==> src/core/fwsr_pkg.sv <==
// shared constants and types of the flash write-status host controller
package fwsr_pkg;

	// ----------------------------------------------------------------
	// bus timing
	// ----------------------------------------------------------------
	localparam int CLK_PERIOD_NS = 25;
	localparam int T_STROBE_NS = 70;
	localparam int T_RECOVER_NS = 30;
	localparam int STROBE_CYC = (T_STROBE_NS + CLK_PERIOD_NS - 1) /
		CLK_PERIOD_NS;
	localparam int RECOVER_CYC = (T_RECOVER_NS + CLK_PERIOD_NS - 1) /
		CLK_PERIOD_NS;

	// ----------------------------------------------------------------
	// addresses and command data
	// ----------------------------------------------------------------
	localparam int ADDR_W = 22;
	localparam logic [21:0] UNLOCK_ADDR_1 = 22'h000555;
	localparam logic [21:0] UNLOCK_ADDR_2 = 22'h0002AA;
	localparam logic [7:0] CMD_UNLOCK_1 = 8'hAA;
	localparam logic [7:0] CMD_UNLOCK_2 = 8'h55;
	localparam logic [7:0] CMD_PROGRAM = 8'hA0;
	localparam logic [7:0] CMD_ERASE_SETUP = 8'h80;
	localparam logic [7:0] CMD_CHIP_ERASE = 8'h10;
	localparam logic [7:0] CMD_SECTOR_ERASE = 8'h30;
	localparam logic [7:0] CMD_SUSPEND = 8'hB0;
	localparam logic [7:0] CMD_RESUME = 8'h30;
	localparam logic [7:0] CMD_RESET = 8'hF0;

	// ----------------------------------------------------------------
	// status bit positions
	// ----------------------------------------------------------------
	localparam int DATA_POLL_BIT = 7;
	localparam int TOGGLE_BIT_ONE = 6;
	localparam int TIMING_LIMIT_FLAG = 5;
	localparam int ERASE_TIMER_FLAG = 3;
	localparam int TOGGLE_BIT_TWO = 2;

	// ----------------------------------------------------------------
	// types
	// ----------------------------------------------------------------
	typedef enum logic [3:0] {
		OP_READ, OP_PROGRAM, OP_CHIP_ERASE, OP_SECT_ERASE, OP_SECT_ADD,
		OP_SUSPEND, OP_RESUME, OP_RESET, OP_POLL
	} fwsr_op_type;

	typedef struct packed {
		fwsr_op_type op;
		logic [21:0] addr;
		logic [7:0] data;
		logic poll;
	} fwsr_req_type;

	typedef struct packed {
		logic ok;
		logic timing_fail;
		logic rejected;
		logic late_timer;
		logic ready;
		logic [7:0] data;
	} fwsr_resp_type;

	typedef struct packed {
		logic [21:0] addr;
		logic [7:0] dq_out;
		logic dq_oe;
		logic ce_n;
		logic oe_n;
		logic we_n;
	} fwsr_pins_type;

	typedef struct packed {
		logic [21:0] addr;
		logic [7:0] data;
		logic last;
	} fwsr_word_type;

	localparam fwsr_pins_type PINS_IDLE = '{addr: 22'h000000,
		dq_out: 8'h00, dq_oe: 1'b0, ce_n: 1'b1, oe_n: 1'b1, we_n: 1'b1};

	typedef enum logic [1:0] {
		CY_IDLE, CY_SETUP, CY_STROBE, CY_RECOVER
	} fwsr_cyc_state_type;

	typedef enum logic [3:0] {
		M_IDLE, M_WRITE, M_POLL_A, M_POLL_B, M_PRE_CHK, M_POST_CHK,
		M_READ, M_FINISH
	} fwsr_main_state_type;

endpackage

==> src/core/fwsr_cycle.sv <==
// one read or write bus cycle on the flash pins
`timescale 1ns/1ps
`default_nettype none
module fwsr_cycle (
	input wire logic mclk,
	input wire logic rstn,
	input wire logic start,
	input wire logic write,
	input wire logic [21:0] addr,
	input wire logic [7:0] wdata,
	input wire logic [7:0] dq_in,
	output fwsr_pkg::fwsr_pins_type pins,
	output logic [7:0] rdata,
	output logic busy,
	output logic done
);
	import fwsr_pkg::*;

	typedef struct packed {
		fwsr_cyc_state_type st;
		logic [2:0] cnt;
		logic write;
		fwsr_pins_type pins;
		logic [7:0] rdata;
		logic done;
	} fwsr_cyc_type;

	fwsr_cyc_type s;
	fwsr_cyc_type next_s;

	// ----------------------------------------------------------------
	// cycle sequencer
	// ----------------------------------------------------------------
	always_comb begin
		next_s = s;
		next_s.done = 1'b0;
		case (s.st)
			CY_IDLE: begin
				if (start) begin
					next_s.st = CY_SETUP;
					next_s.write = write;
					next_s.pins.addr = addr;
					next_s.pins.dq_out = wdata;
					next_s.pins.ce_n = 1'b0;
				end
			end
			CY_SETUP: begin
				next_s.st = CY_STROBE;
				next_s.cnt = 3'(STROBE_CYC - 1);
				if (s.write) begin
					next_s.pins.we_n = 1'b0;
					next_s.pins.dq_oe = 1'b1;
				end else begin
					next_s.pins.oe_n = 1'b0;
				end
			end
			CY_STROBE: begin
				if (s.cnt == 3'h0) begin
					// rising strobe edge: device latches data, status goes valid
					next_s.st = CY_RECOVER;
					next_s.cnt = 3'(RECOVER_CYC - 1);
					next_s.pins.we_n = 1'b1;
					next_s.pins.oe_n = 1'b1;
					if (!s.write) begin
						next_s.rdata = dq_in;
					end
				end else begin
					next_s.cnt = s.cnt - 3'h1;
				end
			end
			CY_RECOVER: begin
				// oe_n returns high so every status read is a distinct read
				if (s.cnt == 3'h0) begin
					next_s.st = CY_IDLE;
					next_s.pins.ce_n = 1'b1;
					next_s.pins.dq_oe = 1'b0;
					next_s.done = 1'b1;
				end else begin
					next_s.cnt = s.cnt - 3'h1;
				end
			end
			default: begin
				next_s.st = CY_IDLE;
			end
		endcase
	end

	always_ff @(posedge mclk or negedge rstn) begin
		if (!rstn) begin
			s <= '{st: CY_IDLE, cnt: 3'h0, write: 1'b0, pins: PINS_IDLE,
				rdata: 8'h00, done: 1'b0};
		end else begin
			s <= next_s;
		end
	end

	assign pins = s.pins;
	assign rdata = s.rdata;
	assign done = s.done;
	assign busy = (s.st != CY_IDLE);

endmodule
`default_nettype wire

==> src/core/fwsr_host.sv <==
// host controller running program, erase and status polling on the flash
`timescale 1ns/1ps
`default_nettype none
module fwsr_host (
	input wire logic mclk,
	input wire logic rstn,
	input wire logic req_valid,
	output logic req_ready,
	input wire fwsr_pkg::fwsr_req_type req,
	output logic resp_valid,
	output fwsr_pkg::fwsr_resp_type resp,
	output fwsr_pkg::fwsr_pins_type flash_pins,
	input wire logic [7:0] dq_in,
	input wire logic ready_busy_n
);
	import fwsr_pkg::*;

	// ----------------------------------------------------------------
	// command sequence table
	// ----------------------------------------------------------------
	function automatic fwsr_word_type seq_word(fwsr_op_type op,
		logic [2:0] step, logic [21:0] addr, logic [7:0] data);
		fwsr_word_type w;
		w = '{addr: UNLOCK_ADDR_1, data: CMD_RESET, last: 1'b1};
		case (op)
			OP_PROGRAM: begin
				case (step)
					3'h0: w = '{UNLOCK_ADDR_1, CMD_UNLOCK_1, 1'b0};
					3'h1: w = '{UNLOCK_ADDR_2, CMD_UNLOCK_2, 1'b0};
					3'h2: w = '{UNLOCK_ADDR_1, CMD_PROGRAM, 1'b0};
					default: w = '{addr, data, 1'b1};
				endcase
			end
			OP_CHIP_ERASE, OP_SECT_ERASE: begin
				case (step)
					3'h0: w = '{UNLOCK_ADDR_1, CMD_UNLOCK_1, 1'b0};
					3'h1: w = '{UNLOCK_ADDR_2, CMD_UNLOCK_2, 1'b0};
					3'h2: w = '{UNLOCK_ADDR_1, CMD_ERASE_SETUP, 1'b0};
					3'h3: w = '{UNLOCK_ADDR_1, CMD_UNLOCK_1, 1'b0};
					3'h4: w = '{UNLOCK_ADDR_2, CMD_UNLOCK_2, 1'b0};
					default: begin
						if (op == OP_CHIP_ERASE) begin
							w = '{UNLOCK_ADDR_1, CMD_CHIP_ERASE, 1'b1};
						end else begin
							w = '{addr, CMD_SECTOR_ERASE, 1'b1};
						end
					end
				endcase
			end
			OP_SECT_ADD: w = '{addr, CMD_SECTOR_ERASE, 1'b1};
			OP_SUSPEND: w = '{UNLOCK_ADDR_1, CMD_SUSPEND, 1'b1};
			OP_RESUME: w = '{UNLOCK_ADDR_1, CMD_RESUME, 1'b1};
			default: w = '{UNLOCK_ADDR_1, CMD_RESET, 1'b1};
		endcase
		return w;
	endfunction

	// ----------------------------------------------------------------
	// state
	// ----------------------------------------------------------------
	typedef struct packed {
		fwsr_main_state_type st;
		fwsr_op_type op;
		logic [21:0] addr;
		logic [7:0] data;
		logic poll;
		logic [2:0] step;
		logic issued;
		logic first_toggle;
		logic rechk;
		logic resp_valid;
		fwsr_resp_type resp;
	} fwsr_main_type;

	fwsr_main_type s;
	fwsr_main_type next_s;
	fwsr_word_type w;
	logic cyc_start;
	logic cyc_write;
	logic [21:0] cyc_addr;
	logic [7:0] cyc_wdata;
	logic [7:0] cyc_rdata;
	logic cyc_busy;
	logic cyc_done;
	logic rd_done;

	fwsr_cycle u_cycle (
		.mclk(mclk),
		.rstn(rstn),
		.start(cyc_start),
		.write(cyc_write),
		.addr(cyc_addr),
		.wdata(cyc_wdata),
		.dq_in(dq_in),
		.pins(flash_pins),
		.rdata(cyc_rdata),
		.busy(cyc_busy),
		.done(cyc_done)
	);

	// ----------------------------------------------------------------
	// sequencer
	// ----------------------------------------------------------------
	always_comb begin
		next_s = s;
		next_s.resp_valid = 1'b0;
		w = seq_word(s.op, s.step, s.addr, s.data);
		cyc_write = 1'b0;
		cyc_addr = s.addr;
		cyc_wdata = s.data;
		cyc_start = (s.st != M_IDLE) && (s.st != M_FINISH) && !s.issued &&
			!cyc_busy;
		rd_done = s.issued && cyc_done;
		if (cyc_start) begin
			next_s.issued = 1'b1;
		end
		if (cyc_done) begin
			next_s.issued = 1'b0;
		end
		case (s.st)
			M_IDLE: begin
				if (req_valid) begin
					next_s.op = req.op;
					next_s.addr = req.addr;
					next_s.data = req.data;
					next_s.poll = req.poll;
					next_s.step = 3'h0;
					next_s.rechk = 1'b0;
					next_s.resp = '0;
					case (req.op)
						OP_READ: next_s.st = M_READ;
						OP_POLL: next_s.st = M_POLL_A;
						OP_SECT_ADD: next_s.st = M_PRE_CHK;
						default: next_s.st = M_WRITE;
					endcase
				end
			end
			M_WRITE: begin
				cyc_write = 1'b1;
				cyc_addr = w.addr;
				cyc_wdata = w.data;
				if (rd_done) begin
					next_s.step = s.step + 3'h1;
					if (w.last) begin
						// polling starts only after the final strobe edge
						case (s.op)
							OP_PROGRAM, OP_CHIP_ERASE, OP_SUSPEND: begin
								next_s.st = M_POLL_A;
							end
							OP_SECT_ERASE: begin
								next_s.st = s.poll ? M_POLL_A : M_FINISH;
							end
							OP_SECT_ADD: next_s.st = M_POST_CHK;
							default: next_s.st = M_FINISH;
						endcase
					end
				end
			end
			M_POLL_A: begin
				// first of the double read, restarted on every pass
				if (rd_done) begin
					next_s.first_toggle = cyc_rdata[TOGGLE_BIT_ONE];
					next_s.st = M_POLL_B;
				end
			end
			M_POLL_B: begin
				if (rd_done) begin
					next_s.resp.data = cyc_rdata;
					if (cyc_rdata[TOGGLE_BIT_ONE] == s.first_toggle) begin
						next_s.st = M_FINISH;
					end else if (s.rechk) begin
						// still toggling after the limit flag: give up
						next_s.resp.timing_fail = 1'b1;
						next_s.op = OP_RESET;
						next_s.step = 3'h0;
						next_s.st = M_WRITE;
					end else begin
						next_s.rechk = cyc_rdata[TIMING_LIMIT_FLAG];
						next_s.st = M_POLL_A;
					end
				end
			end
			M_PRE_CHK: begin
				if (rd_done) begin
					next_s.resp.data = cyc_rdata;
					if (cyc_rdata[ERASE_TIMER_FLAG]) begin
						// window closed: another sector would be ignored
						next_s.resp.rejected = 1'b1;
						next_s.st = M_FINISH;
					end else begin
						next_s.st = M_WRITE;
					end
				end
			end
			M_POST_CHK: begin
				if (rd_done) begin
					next_s.resp.data = cyc_rdata;
					// flag already high: the added sector may have been lost
					next_s.resp.late_timer = cyc_rdata[ERASE_TIMER_FLAG];
					next_s.st = M_FINISH;
				end
			end
			M_READ: begin
				// a separate read, so data after completion is whole
				if (rd_done) begin
					next_s.resp.data = cyc_rdata;
					next_s.st = M_FINISH;
				end
			end
			M_FINISH: begin
				next_s.resp.ok = !(s.resp.timing_fail || s.resp.rejected);
				next_s.resp.ready = ready_busy_n;
				next_s.resp_valid = 1'b1;
				next_s.st = M_IDLE;
			end
			default: begin
				next_s.st = M_IDLE;
			end
		endcase
	end

	always_ff @(posedge mclk or negedge rstn) begin
		if (!rstn) begin
			s <= '{st: M_IDLE, op: OP_READ, addr: 22'h000000, data: 8'h00,
				poll: 1'b0, step: 3'h0, issued: 1'b0, first_toggle: 1'b0,
				rechk: 1'b0, resp_valid: 1'b0, resp: '0};
		end else begin
			s <= next_s;
		end
	end

	assign req_ready = (s.st == M_IDLE);
	assign resp_valid = s.resp_valid;
	assign resp = s.resp;

endmodule
`default_nettype wire

==> config.mk <==
export PLATFORM = sky130hd
export DESIGN_NAME = fwsr_host
export DESIGN_NICKNAME = d
export VERILOG_FILES = /design/src/core/fwsr_pkg.sv /design/src/core/fwsr_cycle.sv /design/src/core/fwsr_host.sv
export SDC_FILE = /design/constraint.sdc
export NUM_CORES = 1
export LEC_CHECK = 0
export BUFFER_PORTS_ARGS = -buffer_cell sky130_fd_sc_hd__buf_2
export CAP_MARGIN = 20
export CORE_ASPECT_RATIO = 0.9
export CORE_UTILIZATION = 40
export CTS_CLUSTER_DIAMETER = 80
export DETAILED_ROUTE_END_ITERATION = 16
export PLACE_DENSITY = 0.65
export SYNTH_ARGS = -nofsm -noshare
export SYNTH_HDL_FRONTEND = slang
export SYNTH_HIERARCHICAL = 1
export SYNTH_SLANG_ARGS = --single-unit
==> constraint.sdc <==
create_clock -name mclk -period 2.7 [get_ports mclk]
set_input_delay 0.54 -clock mclk [delete_from_list [all_inputs] [get_ports mclk]]
set_output_delay 0.54 -clock mclk [all_outputs]
set_load 0.05 [all_outputs]
== Word level (Yosys, flattened, before mapping) ==
Cells that the tools add are included.
Storage, ports and cells
  input bits: 47
  output and inout bits: 49
  register bits: 108
  word-level logic and storage cells: 192
Operators by class
  multiplexer cells: 70
  bitwise gates (word level): 1
  reduce and logical (&&, ||, !) cells: 50
  add/sub/neg operators: 2
  eq/ne operators: 42
Operators with widths (number)
  $pmux 31 s3: 2
  $pmux 31 s5: 1
  $mux 42: 1
  $pmux 3 s3: 4
  $eq 4x3->1 const B: 8
  $mux 8: 4
  $mux 31: 1
  $mux 4: 7
  $mux 3: 9
  $ne 2x2->1 const B: 12
  $pmux 4 s6: 1
  $reduce_and 3->1: 8
  $mux 22: 1
  $mux 1: 20
  $reduce_bool 2->1: 10
  $eq 4x2->1 const B: 4
  $pmux 1 s2: 8
  $pmux 8 s2: 1
  $mux 13: 1
  $ne 2x1->1 const B: 6
  $mux 10: 1
  $mux 2: 5
  $reduce_and 2->1: 5
  $eq 4x1->1 const B: 2
  other kinds (29): 43

== Depth between registers and ports, before layout ==
Gate-level depths: netlist (run 1).
  word-level depth: 7
  gate-level depth with buffers: 9
  depth with buffers taken out: 8

== Hierarchy ==
The synthesis (run 1) kept the hierarchy.
By module, submodules not included
  fwsr_host: area an instance 3397.0 um2, times used 1, cells each 411
  fwsr_cycle: area an instance 2324.7 um2, times used 1, cells each 181

== Worst setup path after synthesis (run 1) ==
Ideal clock, no wire load.
  kind: register to register
  start point: register s[55] in the netlist's numbering
  end point: register u_cycle.s, in the netlist u_cycle/pins[11]
  period minus slack after synthesis: 2740 ps
  setup time: 125 ps
  setup slack: -40 ps
  arrival time: 2615 ps
  cell stages (with the launch flop): 7
  path through: dfrtp_1 > buf_2 > nor3_1 > nor4_1 > nand2_1 > buf_2 > mux2_2
On the way
  cells in the longest elaborated chain, start to end: 5
Ends and longest elaborated chain
  start, declared: line fwsr_host.sv:75  | fwsr_main_type s;
  start signal, assigned: line fwsr_host.sv:224  | s <= '{st: M_IDLE, op: OP_READ, addr: 22'h000000, data: 8'h00,
  start signal, assigned: line fwsr_host.sv:228  | s <= next_s;
  $ne 4x3->1 / $reduce_bool 4->1 (equally long branches): line fwsr_host.sv:111  | cyc_start = (s.st != M_IDLE) && (s.st != M_FINISH) && !s.issued &&
  $logic_and 1x1->1 * (3 in series): line fwsr_host.sv:111
  named net cyc_start: line fwsr_host.sv:78  | logic cyc_start;
  $reduce_and 2->1 (no line) *
  end signal, assigned: line fwsr_cycle.sv:90  | s <= '{st: CY_IDLE, cnt: 3'h0, write: 1'b0, pins: PINS_IDLE,
  end signal, assigned: line fwsr_cycle.sv:93  | s <= next_s;
  end, declared: line fwsr_cycle.sv:28  | fwsr_cyc_type s;
The timed path passes the listed nets; every way through them passes the cells marked *.
A chain may end at the register's enable or synchronous reset.

== Worst setup path in the final report (run 1) ==
  start point: register s[17] in the netlist's numbering
  end point: register u_cycle.s, in the netlist u_cycle/pins[30]
On the way
  cells in the longest elaborated chain, start to end: 5
Ends and longest elaborated chain
  $eq 3x3->1 (tied with other cells): line fwsr_host.sv:35  | case (step)
  $reduce_or 2->1 (no line)
  $pmux 31 s3: line fwsr_host.sv:35
  $pmux 31 s5 *: line fwsr_host.sv:25  | case (op)
  $mux 22 *: line fwsr_host.sv:120  | case (s.st)
  named net cyc_addr[18]: line fwsr_host.sv:80  | logic [21:0] cyc_addr;
Marked as above.

==> flow_summary.ini, run 1 <==
[outcome]
status = completed

[synthesis]
synth_seq_area_share = 0.469
synth-edff-count = 0
synthTopCellsByCount = nand2_1, dfrtp_1, buf_4
synthDistinctLibCells = 62
synth_warnings = 6
synth_cells = 592
synth_top_area_share = 0.455
yosysMostFrequentCell = nand2_1
yosys_register_bits = 107
synth_area_um2 = 5720
synth_area_leaders = dfrtp_1, mux2_2, nand2_1
syn_nets = 651
syn_area_per_cell_um2 = 9.67
synthFlopType = dfrtp_1
yosysTopAreaCell = dfrtp_1
async_flop_share = 1.00

[route]
dr.pass1.iters = 6
drc = 0
dr.first_iter.drc_count = 189
ant_nets = 0
vias_per_cell = 4.99
routed_wirelength_mm = 12.4
routedWlPerCell_um = 15.1
dr_total_vias = 4123

[cells_and_area]
fin_area_um2 = 6320
antennaDiodeCount = 0
drive_above_1_share = 0.283
fin_cells = 826
area_growth_syn_to_layout_pct = 10.4
nFillCells = 1355
fin_nets = 687

[clocking]
cts_buffer_depth = 2
cts_hold_buf = 0
cts_tree = done
cts_sinks = 107
root_buffer = clkbuf_16
path_clk_slew_ns = 0.07
h-tree-depth = 3
cts_buffers = 9
insertion_delay_ns = 0.36

[timing]
layout_setup_ws_ns = 0.306
finalSetupViolCount = 0
period_share = 0.887
skew_ns = 0.00861
fmax_ghz = 0.418
tns_ns = 0
worst_pin_slew_ns = 0.622
period_needed_ns = 2.39
rsz0062_at_grt = false
hold_violations = 0
maxSlewHeadroom = 0.586
drv_slew = 0

[global_routing]
grt_overflow = 0
antenna_found_initial = 0
grt_pass1_wl_mm = 20.2
grt_pass1_vias = 3919
grt_max_degree = 47
track_usage = 0.177

[power_and_ir_drop]
p_leak_nw = 3.15
power_density_nw_per_um2 = 1310
ir_drop_uv = 872
p_total_w = 0.00827

[placement]
place_ws_ns = 0.148
post_dp_cell_area_um2 = 6020
post-dp-hpwl_mm = 8.89
dp_cells = 810
port_buffers = 95
routabilityCongestion = 0.869

[floorplan]
die_w_um = 128
initial_core_util = 0.409
pin_count = 96
coreArea_um2 = 14000
rows = 41
die-area_um2 = 14800
die_h_um = 115

[setup_path]
required_ns = 3.00
start_kind = register
worst-setup-path-type = register to register
crit_path_end_kind = register
crit_arrival_ns = 2.69
critPathMaxFanout = 15

[run]
cap_viol_max_count = 0

[worst_hold_path]
hold_path.class = primary input to async pin
-- what timing repair did --
item	in CTS	in global routing
setup buffers	0	0
gates resized for setup	0	1
endpoints found under the setup margin	0	15
-- power by group --
| part | total, W | leakage (nW) | internal (W) | switching [W] |
|---|---|---|---|---|
| clock | 0.00134 | 0.144 | 0.000750 | 0.000587 |
| combinational | 0.00409 | 1.66 | 0.00143 | 0.00266 |
| sequential | 0.00284 | 1.34 | 0.00231 | 0.000535 |
-- metal layers --
layer / up-vias / share of wire / track usage
li1: 2004 / - / -
met1: 2028 / 0.48 / 0.256
met2: 77 / 0.47 / 0.265
met3: 14 / 0.029 / 0.0259
met4: 0 / 0.015 / 0.0737
met5: - / 0 / 0
-- logic make-up after synthesis --
group | after synthesis | share of synthesized area
xor+xnor | 3 | 0.00459
flops | 107 | 0.469
compound gates | 106 | 0.127
simple gates | 210 | 0.172
buf+inv | 108 | 0.112
fa+ha+maj | 12 | 0.0262
mux | 46 | 0.0897
-- worst paths after layout --
| kind | from | endpoint | slack [ns] | cells after the start |
|---|---|---|---|---|
| max | s[17] | u_cycle/pins[30] | 0.31 | 8 |
| min | rstn | u_cycle/pins[6] | 0.20 | 1 |
| max reg2reg | s[17] | u_cycle/pins[30] | 0.31 | 8 |
| min reg2reg | u_cycle/done | s[16] | 0.45 | 1 |
| max in group asynchronous | rstn | resp[5] | 1.69 | 2 |
| min in group mclk | req[19] | s[39] | 0.37 | 3 |
-- worst max-delay path: stages (launching register included) --
cell	delay, ns
dfrtp_1	0.47
inv_1	0.13
ha_1	0.25
o21ba_2	0.22
or2_0	0.27
o41a_1	0.42
nand2_2	0.25
and2_1	0.18
mux2_2	0.14
-- through the flow --
| step | utilization | hold slack, ns |
|---|---|---|
| finish | 0.451 | 0.199 |
| global route | 0.451 | 0.254 |
| CTS | 0.451 | 0.219 |
| detailed placement | 0.430 | 0.447 |
| global placement | 0.430 | 0.431 |
| floorplan | - | 0.244 |
-- registers in the layout, summed over array words and instances (netlist names) --
| name | flops |
|---|---|
| s | 44 |
| u_cycle/pins | 34 |
| resp | 13 |
| resp_valid | 1 |
| u_cycle/s | 6 |
| u_cycle/rdata | 8 |
| u_cycle/done | 1 |
-- layout by cell type, fill, tap and decap left out, types with 4 or more instances in the layout --
| master | count |
|---|---|
| a21o_1 | 13 |
| nand2_1 | 113 |
| a21oi_1 | 35 |
| buf_2 | 94 |
| dfrtp_1 | 104 |
| inv_1 | 26 |
| nor2b_1 | 6 |
| o21ai_1 | 9 |
| nor2_1 | 30 |
| clkbuf_16 | 9 |
| mux2_2 | 42 |
| o21a_1 | 6 |
| o21ai_0 | 13 |
| mux2i_1 | 4 |
| nand3_1 | 15 |
| ha_1 | 12 |
| buf_4 | 10 |
| and2_1 | 15 |
-- area by class of cell --
| cell class | count | area [um^2] | share of cell area |
|---|---|---|---|
| timing repair buffer | 106 | 586 | 0.0927 |
| sequential | 107 | 2680 | 0.424 |
| multi-input combinational | 377 | 2410 | 0.381 |
| clock buffer | 13 | 250 | 0.0396 |
| inverter | 27 | 101 | 0.0160 |
| tap | 193 | 241 | 0.0382 |
| clock inverter | 3 | 47.5 | 0.00753 |
No activity file was read; power rests on OpenSTA's default activity.
==> run 2: changes to the inputs <==
Settings changed: CELL_PAD_IN_SITES_DETAIL_PLACEMENT from default to 1, CELL_PAD_IN_SITES_GLOBAL_PLACEMENT from default to 1, PLACE_DENSITY 0.65 to 0.8.
==> run 2 against run 1 <==
Compared with the run above:
- setup slack worse by 0.065 ns
- global-route usage grew 2.3 points
- first-iteration DRC count is 20% lower
- worst hold slack got worse by 0.18 ns
- die area is the same
- largest cell class unchanged
- non-clock buffer count stayed put
- fmax decreased by 2.7%
- clock skew increased by 0.0019 ns
==> flow_summary.ini, run 2 (synthesis results as in run 1) <==
[placement]
post-dp-hpwl_mm = 10.3
post_dp_cell_area_um2 = 6020
routabilityCongestion = 0.820
port_buffers = 95

[clocking]
h-tree-depth = 3
cts_sinks = 107
root_buffer = clkbuf_16
post_cts_resized = 0
postCtsSetupRepairBufs = 0
insertion_delay_ns = 0.36
cts_tree = done
path_clk_slew_ns = 0.07
cts_buffer_depth = 2
cts_hold_buf = 0
cts_buffers = 9

[cells_and_area]
area_growth_syn_to_layout_pct = 9.84
fin_area_um2 = 6280
fin_nets = 687
multi_input_area_um2 = 2410
nFillCells = 1629
layout_common_cells = nand2_1, dfrtp_1, buf_2
fin_util = 0.449
top_register = s
regArea_um2 = 2680
antennaDiodeCount = 0
drive_above_1_share = 0.283
largest_reg_flops = 44
final_common_cell = nand2_1

[floorplan]
initial_core_util = 0.409
rows = 41
pin_count = 96
coreArea_um2 = 14000
die-area_um2 = 14800
die_w_um = 128
die_h_um = 115

[timing]
drv_slew = 0
skew_ns = 0.0105
period_share = 0.911
period_needed_ns = 2.46
rsz0062_at_grt = false
maxSlewHeadroom = 0.559
finalSetupViolCount = 0
hold_violations = 0
tns_ns = 0
fmax_ghz = 0.407
worst_pin_slew_ns = 0.661
whs_ns = 0.0168

[setup_path]
start_kind = register
crit_path_end_kind = register
required_ns = 3.00
regToRegSetupSlack_ns = 0.24
critPathMaxFanout = 15
worstSetupStartpoint = s[17]
crit_arrival_ns = 2.76
timing.rr.start = s[17]
worst-setup-path-type = register to register

[route]
dr.pass1.iters = 4
vias_per_cell = 5.12
ant_nets = 0
dr_total_vias = 4226
routed_wirelength_mm = 14.1
routedWlPerCell_um = 17.1
drc = 0
dr.first_iter.drc_count = 152

[run]
cap_viol_max_count = 0

[global_routing]
grt_pass1_vias = 4532
grt_pass1_wl_mm = 22.9
antenna_found_initial = 0
track_usage = 0.200
grt_max_degree = 65
grt_overflow = 0

[outcome]
status = completed

[power_and_ir_drop]
p_leak_nw = 3.12
ir_drop_uv = 588
p_total_w = 0.00831
power_density_nw_per_um2 = 1320

[worst_hold_path]
hold_path.class = primary input to async pin
[run 2: where the power goes]
group	switching, W	internal, W
Clock	0.000598	0.000627
Sequential	0.000550	0.00231
Combinational	0.00279	0.00143
[run 2: final cells by class]
cell class	instances	area share
Timing Repair Buffer	106	0.0932
Tap cell	193	0.0384
Clock buffer	12	0.0376
Inverter	27	0.0161
Clock inverter	4	0.00458
Multi-Input combinational cell	377	0.383
Sequential cell	107	0.427
[run 2: through the flow]
stage	std cells	setup WS [ns]
3_3_place_gp	810	0.244
2_1_floorplan	592	0.456
3_5_place_dp	810	0.0830
6_report	826	0.240
5_1_grt	826	0.0896
4_1_cts	826	0.0512
[run 2: critical path, stage by stage (launching register included)]
cell and delay (ns):
dfrtp_1 0.46, inv_1 0.13, ha_1 0.25, o21ba_2 0.22, or2_0 0.30, o41a_1 0.43
nand2_2 0.26, and2_1 0.19, mux2_2 0.15
[run 2: final timing paths]
| check | to | depth (start not counted) |
|---|---|---|
| min | s[52] | 1 |
| min in group mclk | s[36] | 3 |
| max | u_cycle/pins[25] | 8 |
| max reg2reg | u_cycle/pins[25] | 8 |
| min reg2reg | s[16] | 1 |
| max in group asynchronous | s[28] | 2 |
[run 2: layer usage]
layer,share of wire,track usage,vias to the layer above
met5,0,0,-
met4,0.020,0.0800,0
met3,0.023,0.0328,17
met2,0.51,0.339,60
met1,0.45,0.256,2149
li1,-,-,2000
==> run 3: changes to the inputs <==
--- a/config.mk
+++ b/config.mk
@@ -12,6 +12,7 @@
 export CORE_ASPECT_RATIO = 0.9
-export CORE_UTILIZATION = 40
+export CORE_MARGIN = 1
+export CORE_UTILIZATION = 43
 export CTS_CLUSTER_DIAMETER = 80
 export DETAILED_ROUTE_END_ITERATION = 16
-export PLACE_DENSITY = 0.8
+export PLACE_DENSITY = 0.84
 export SYNTH_ARGS = -nofsm -noshare
==> constraint.sdc (replaced) <==
create_clock -name mclk -period 2.7 [get_ports mclk]
set_input_delay 0 -clock mclk [delete_from_list [all_inputs] [get_ports mclk]]
set_output_delay 0 -clock mclk [all_outputs]
set_load 0.05 [all_outputs]
==> run 3 against run 2 <==
Compared with the run above:
- sequential power up 3%
- core utilization is 7.4 points higher
- die area is 6.9% lower
- design area up 6.7%
- sequential share of layout area down 2.7 points
- worst hold slack lost 0.0014 ns
- largest cell class unchanged
- highest routed layer unchanged
==> flow_summary.ini, run 3 (synthesis results as in run 1) <==
[cells_and_area]
final_common_cell = nand2_1
multi_input_area_um2 = 2410
area_growth_syn_to_layout_pct = 17.2
regArea_um2 = 2680
largest_reg_flops = 44
fin_util = 0.522
fin_nets = 729
top_register = s
layout_common_cells = nand2_1, dfrtp_1, buf_2
drive_above_1_share = 0.265
nFillCells = 1464

[timing]
hold_violations = 0
fmax_ghz = 0.387
tns_ns = 0
worst_pin_slew_ns = 0.689
period_needed_ns = 2.59
maxSlewHeadroom = 0.540
period_share = 0.958
rsz0062_at_grt = false
drv_slew = 0
finalSetupViolCount = 0
skew_ns = 0.0185
layout_setup_ws_ns = 0.113

[setup_path]
crit_chain = inv_1 -> ha_1 -> o21ba_2 -> nor2_1 -> o211ai_1 -> o2111ai_4 -> a21o_1 -> mux2_2
start_kind = register
crit_path_end_kind = register
slowest_delay_ns = 0.50
crit_arrival_ns = 2.83
required_ns = 2.94
worst-setup-path-type = register to register
slowest_stage = o211ai_1
critPathMaxFanout = 7

[route]
dr.pass1.iters = 5
routedWlPerCell_um = 20.8
dr.first_iter.drc_count = 348
drc = 0
vias_per_cell = 5.49
dr_total_vias = 4609
ant_nets = 0
routed_wirelength_mm = 17.5

[global_routing]
antenna_found_initial = 1
grt_max_degree = 59
grt_overflow = 0
grt_pass1_vias = 5035
grt_pass1_wl_mm = 28.0
track_usage = 0.269

[placement]
place_ws_ns = 0.128
routabilityCongestion = 0.854
port_buffers = 95
post-dp-hpwl_mm = 10.5

[clocking]
cts_tree = done
insertion_delay_ns = 0.37
cts_buffer_depth = 2
root_buffer = clkbuf_16
path_clk_slew_ns = 0.08
cts_buffers = 9
cts_sinks = 107
h-tree-depth = 3

[run]
cap_viol_max_count = 0

[power_and_ir_drop]
p_seq_frac = 0.335
p_total_w = 0.00877
power_density_nw_per_um2 = 1310
ir_drop_uv = 559
total_switching_power_w = 0.00425
swShare = 0.485
internal_power_w = 0.00451
p_clk_frac = 0.159
p_comb_frac = 0.506
p_leak_nw = 3.32

[worst_hold_path]
hold_path.class = primary input to register

[floorplan]
coreArea_um2 = 12800
pin_count = 96
die-area_um2 = 13800
die_w_um = 124
initial_core_util = 0.446
rows = 39
die_h_um = 111

[outcome]
status = completed
run 3: area by class of cell:
type,instances,area share
clock buffer,11,0.0347
timing repair buffer,148,0.150
multi-input combinational,377,0.359
clock inverter,5,0.00933
inverter,27,0.0151
sequential,107,0.400
tap,164,0.0306
antenna,1,0.000373
run 3: repair_timing:
item | CTS | global route
hold endpoints to repair | 88 | 0
hold buffers | 43 | 0
resized for setup | 0 | 1
setup endpoints to repair | 0 | 7
setup buffers | 0 | 0
run 3: routing by layer:
| layer | GRT usage | vias up | routed length (um) |
|---|---|---|---|
| met1 | 0.330 | 2363 | 7130 |
| li1 | - | 2090 | - |
| met2 | 0.452 | 116 | 9130 |
| met4 | 0.109 | 0 | 596 |
| met3 | 0.0610 | 40 | 612 |
| met5 | 0 | - | 0 |
run 3: stage by stage:
| stage | hold WS, ns | cells | cell area [um^2] |
|---|---|---|---|
| after floorplan | -0.296 | 592 | 5730 |
| after CTS | 0.00977 | 839 | 6700 |
| final | 0.0154 | 840 | 6700 |
| after global routing | 0.0343 | 840 | 6700 |
| after detailed placement | 0.0874 | 780 | 5970 |
| after global placement | 0.0750 | 780 | 5970 |
run 3: critical path, delay by kind of cell (launching register included):
family / cells / cell delay [ns]
AOI/OAI and AO/OA: 4 / 1.22
DFF: 1 / 0.47
muxes: 1 / 0.27
adders and majority gates: 1 / 0.23
buffers and inverters: 1 / 0.17
and+or+nand+nor: 1 / 0.10
run 3: final timing paths:
check | cells after the start | slack, ns | startpoint | to
min in group asynchronous | 2 | 0.20 | rstn | resp[5]
max reg2reg | 8 | 0.11 | s[17] | u_cycle/pins[20]
max | 8 | 0.11 | s[17] | u_cycle/pins[20]
max in group asynchronous | 3 | 1.70 | rstn | s[42]
min reg2reg | 1 | 0.47 | u_cycle/done | s[16]
min | 3 | 0.02 | req[32] | s[52]
run 3: power by group through the flow:
stage	combinational (W)	sequential (W)	clock, W
finish	0.00443	0.00294	0.00139
detailed placement	0.00421	0.00290	0
global placement	0.00399	0.00283	0
floorplan	0.00379	0.00265	0
global route	0.00472	0.00301	0.00146
CTS	0.00431	0.00289	0.00137
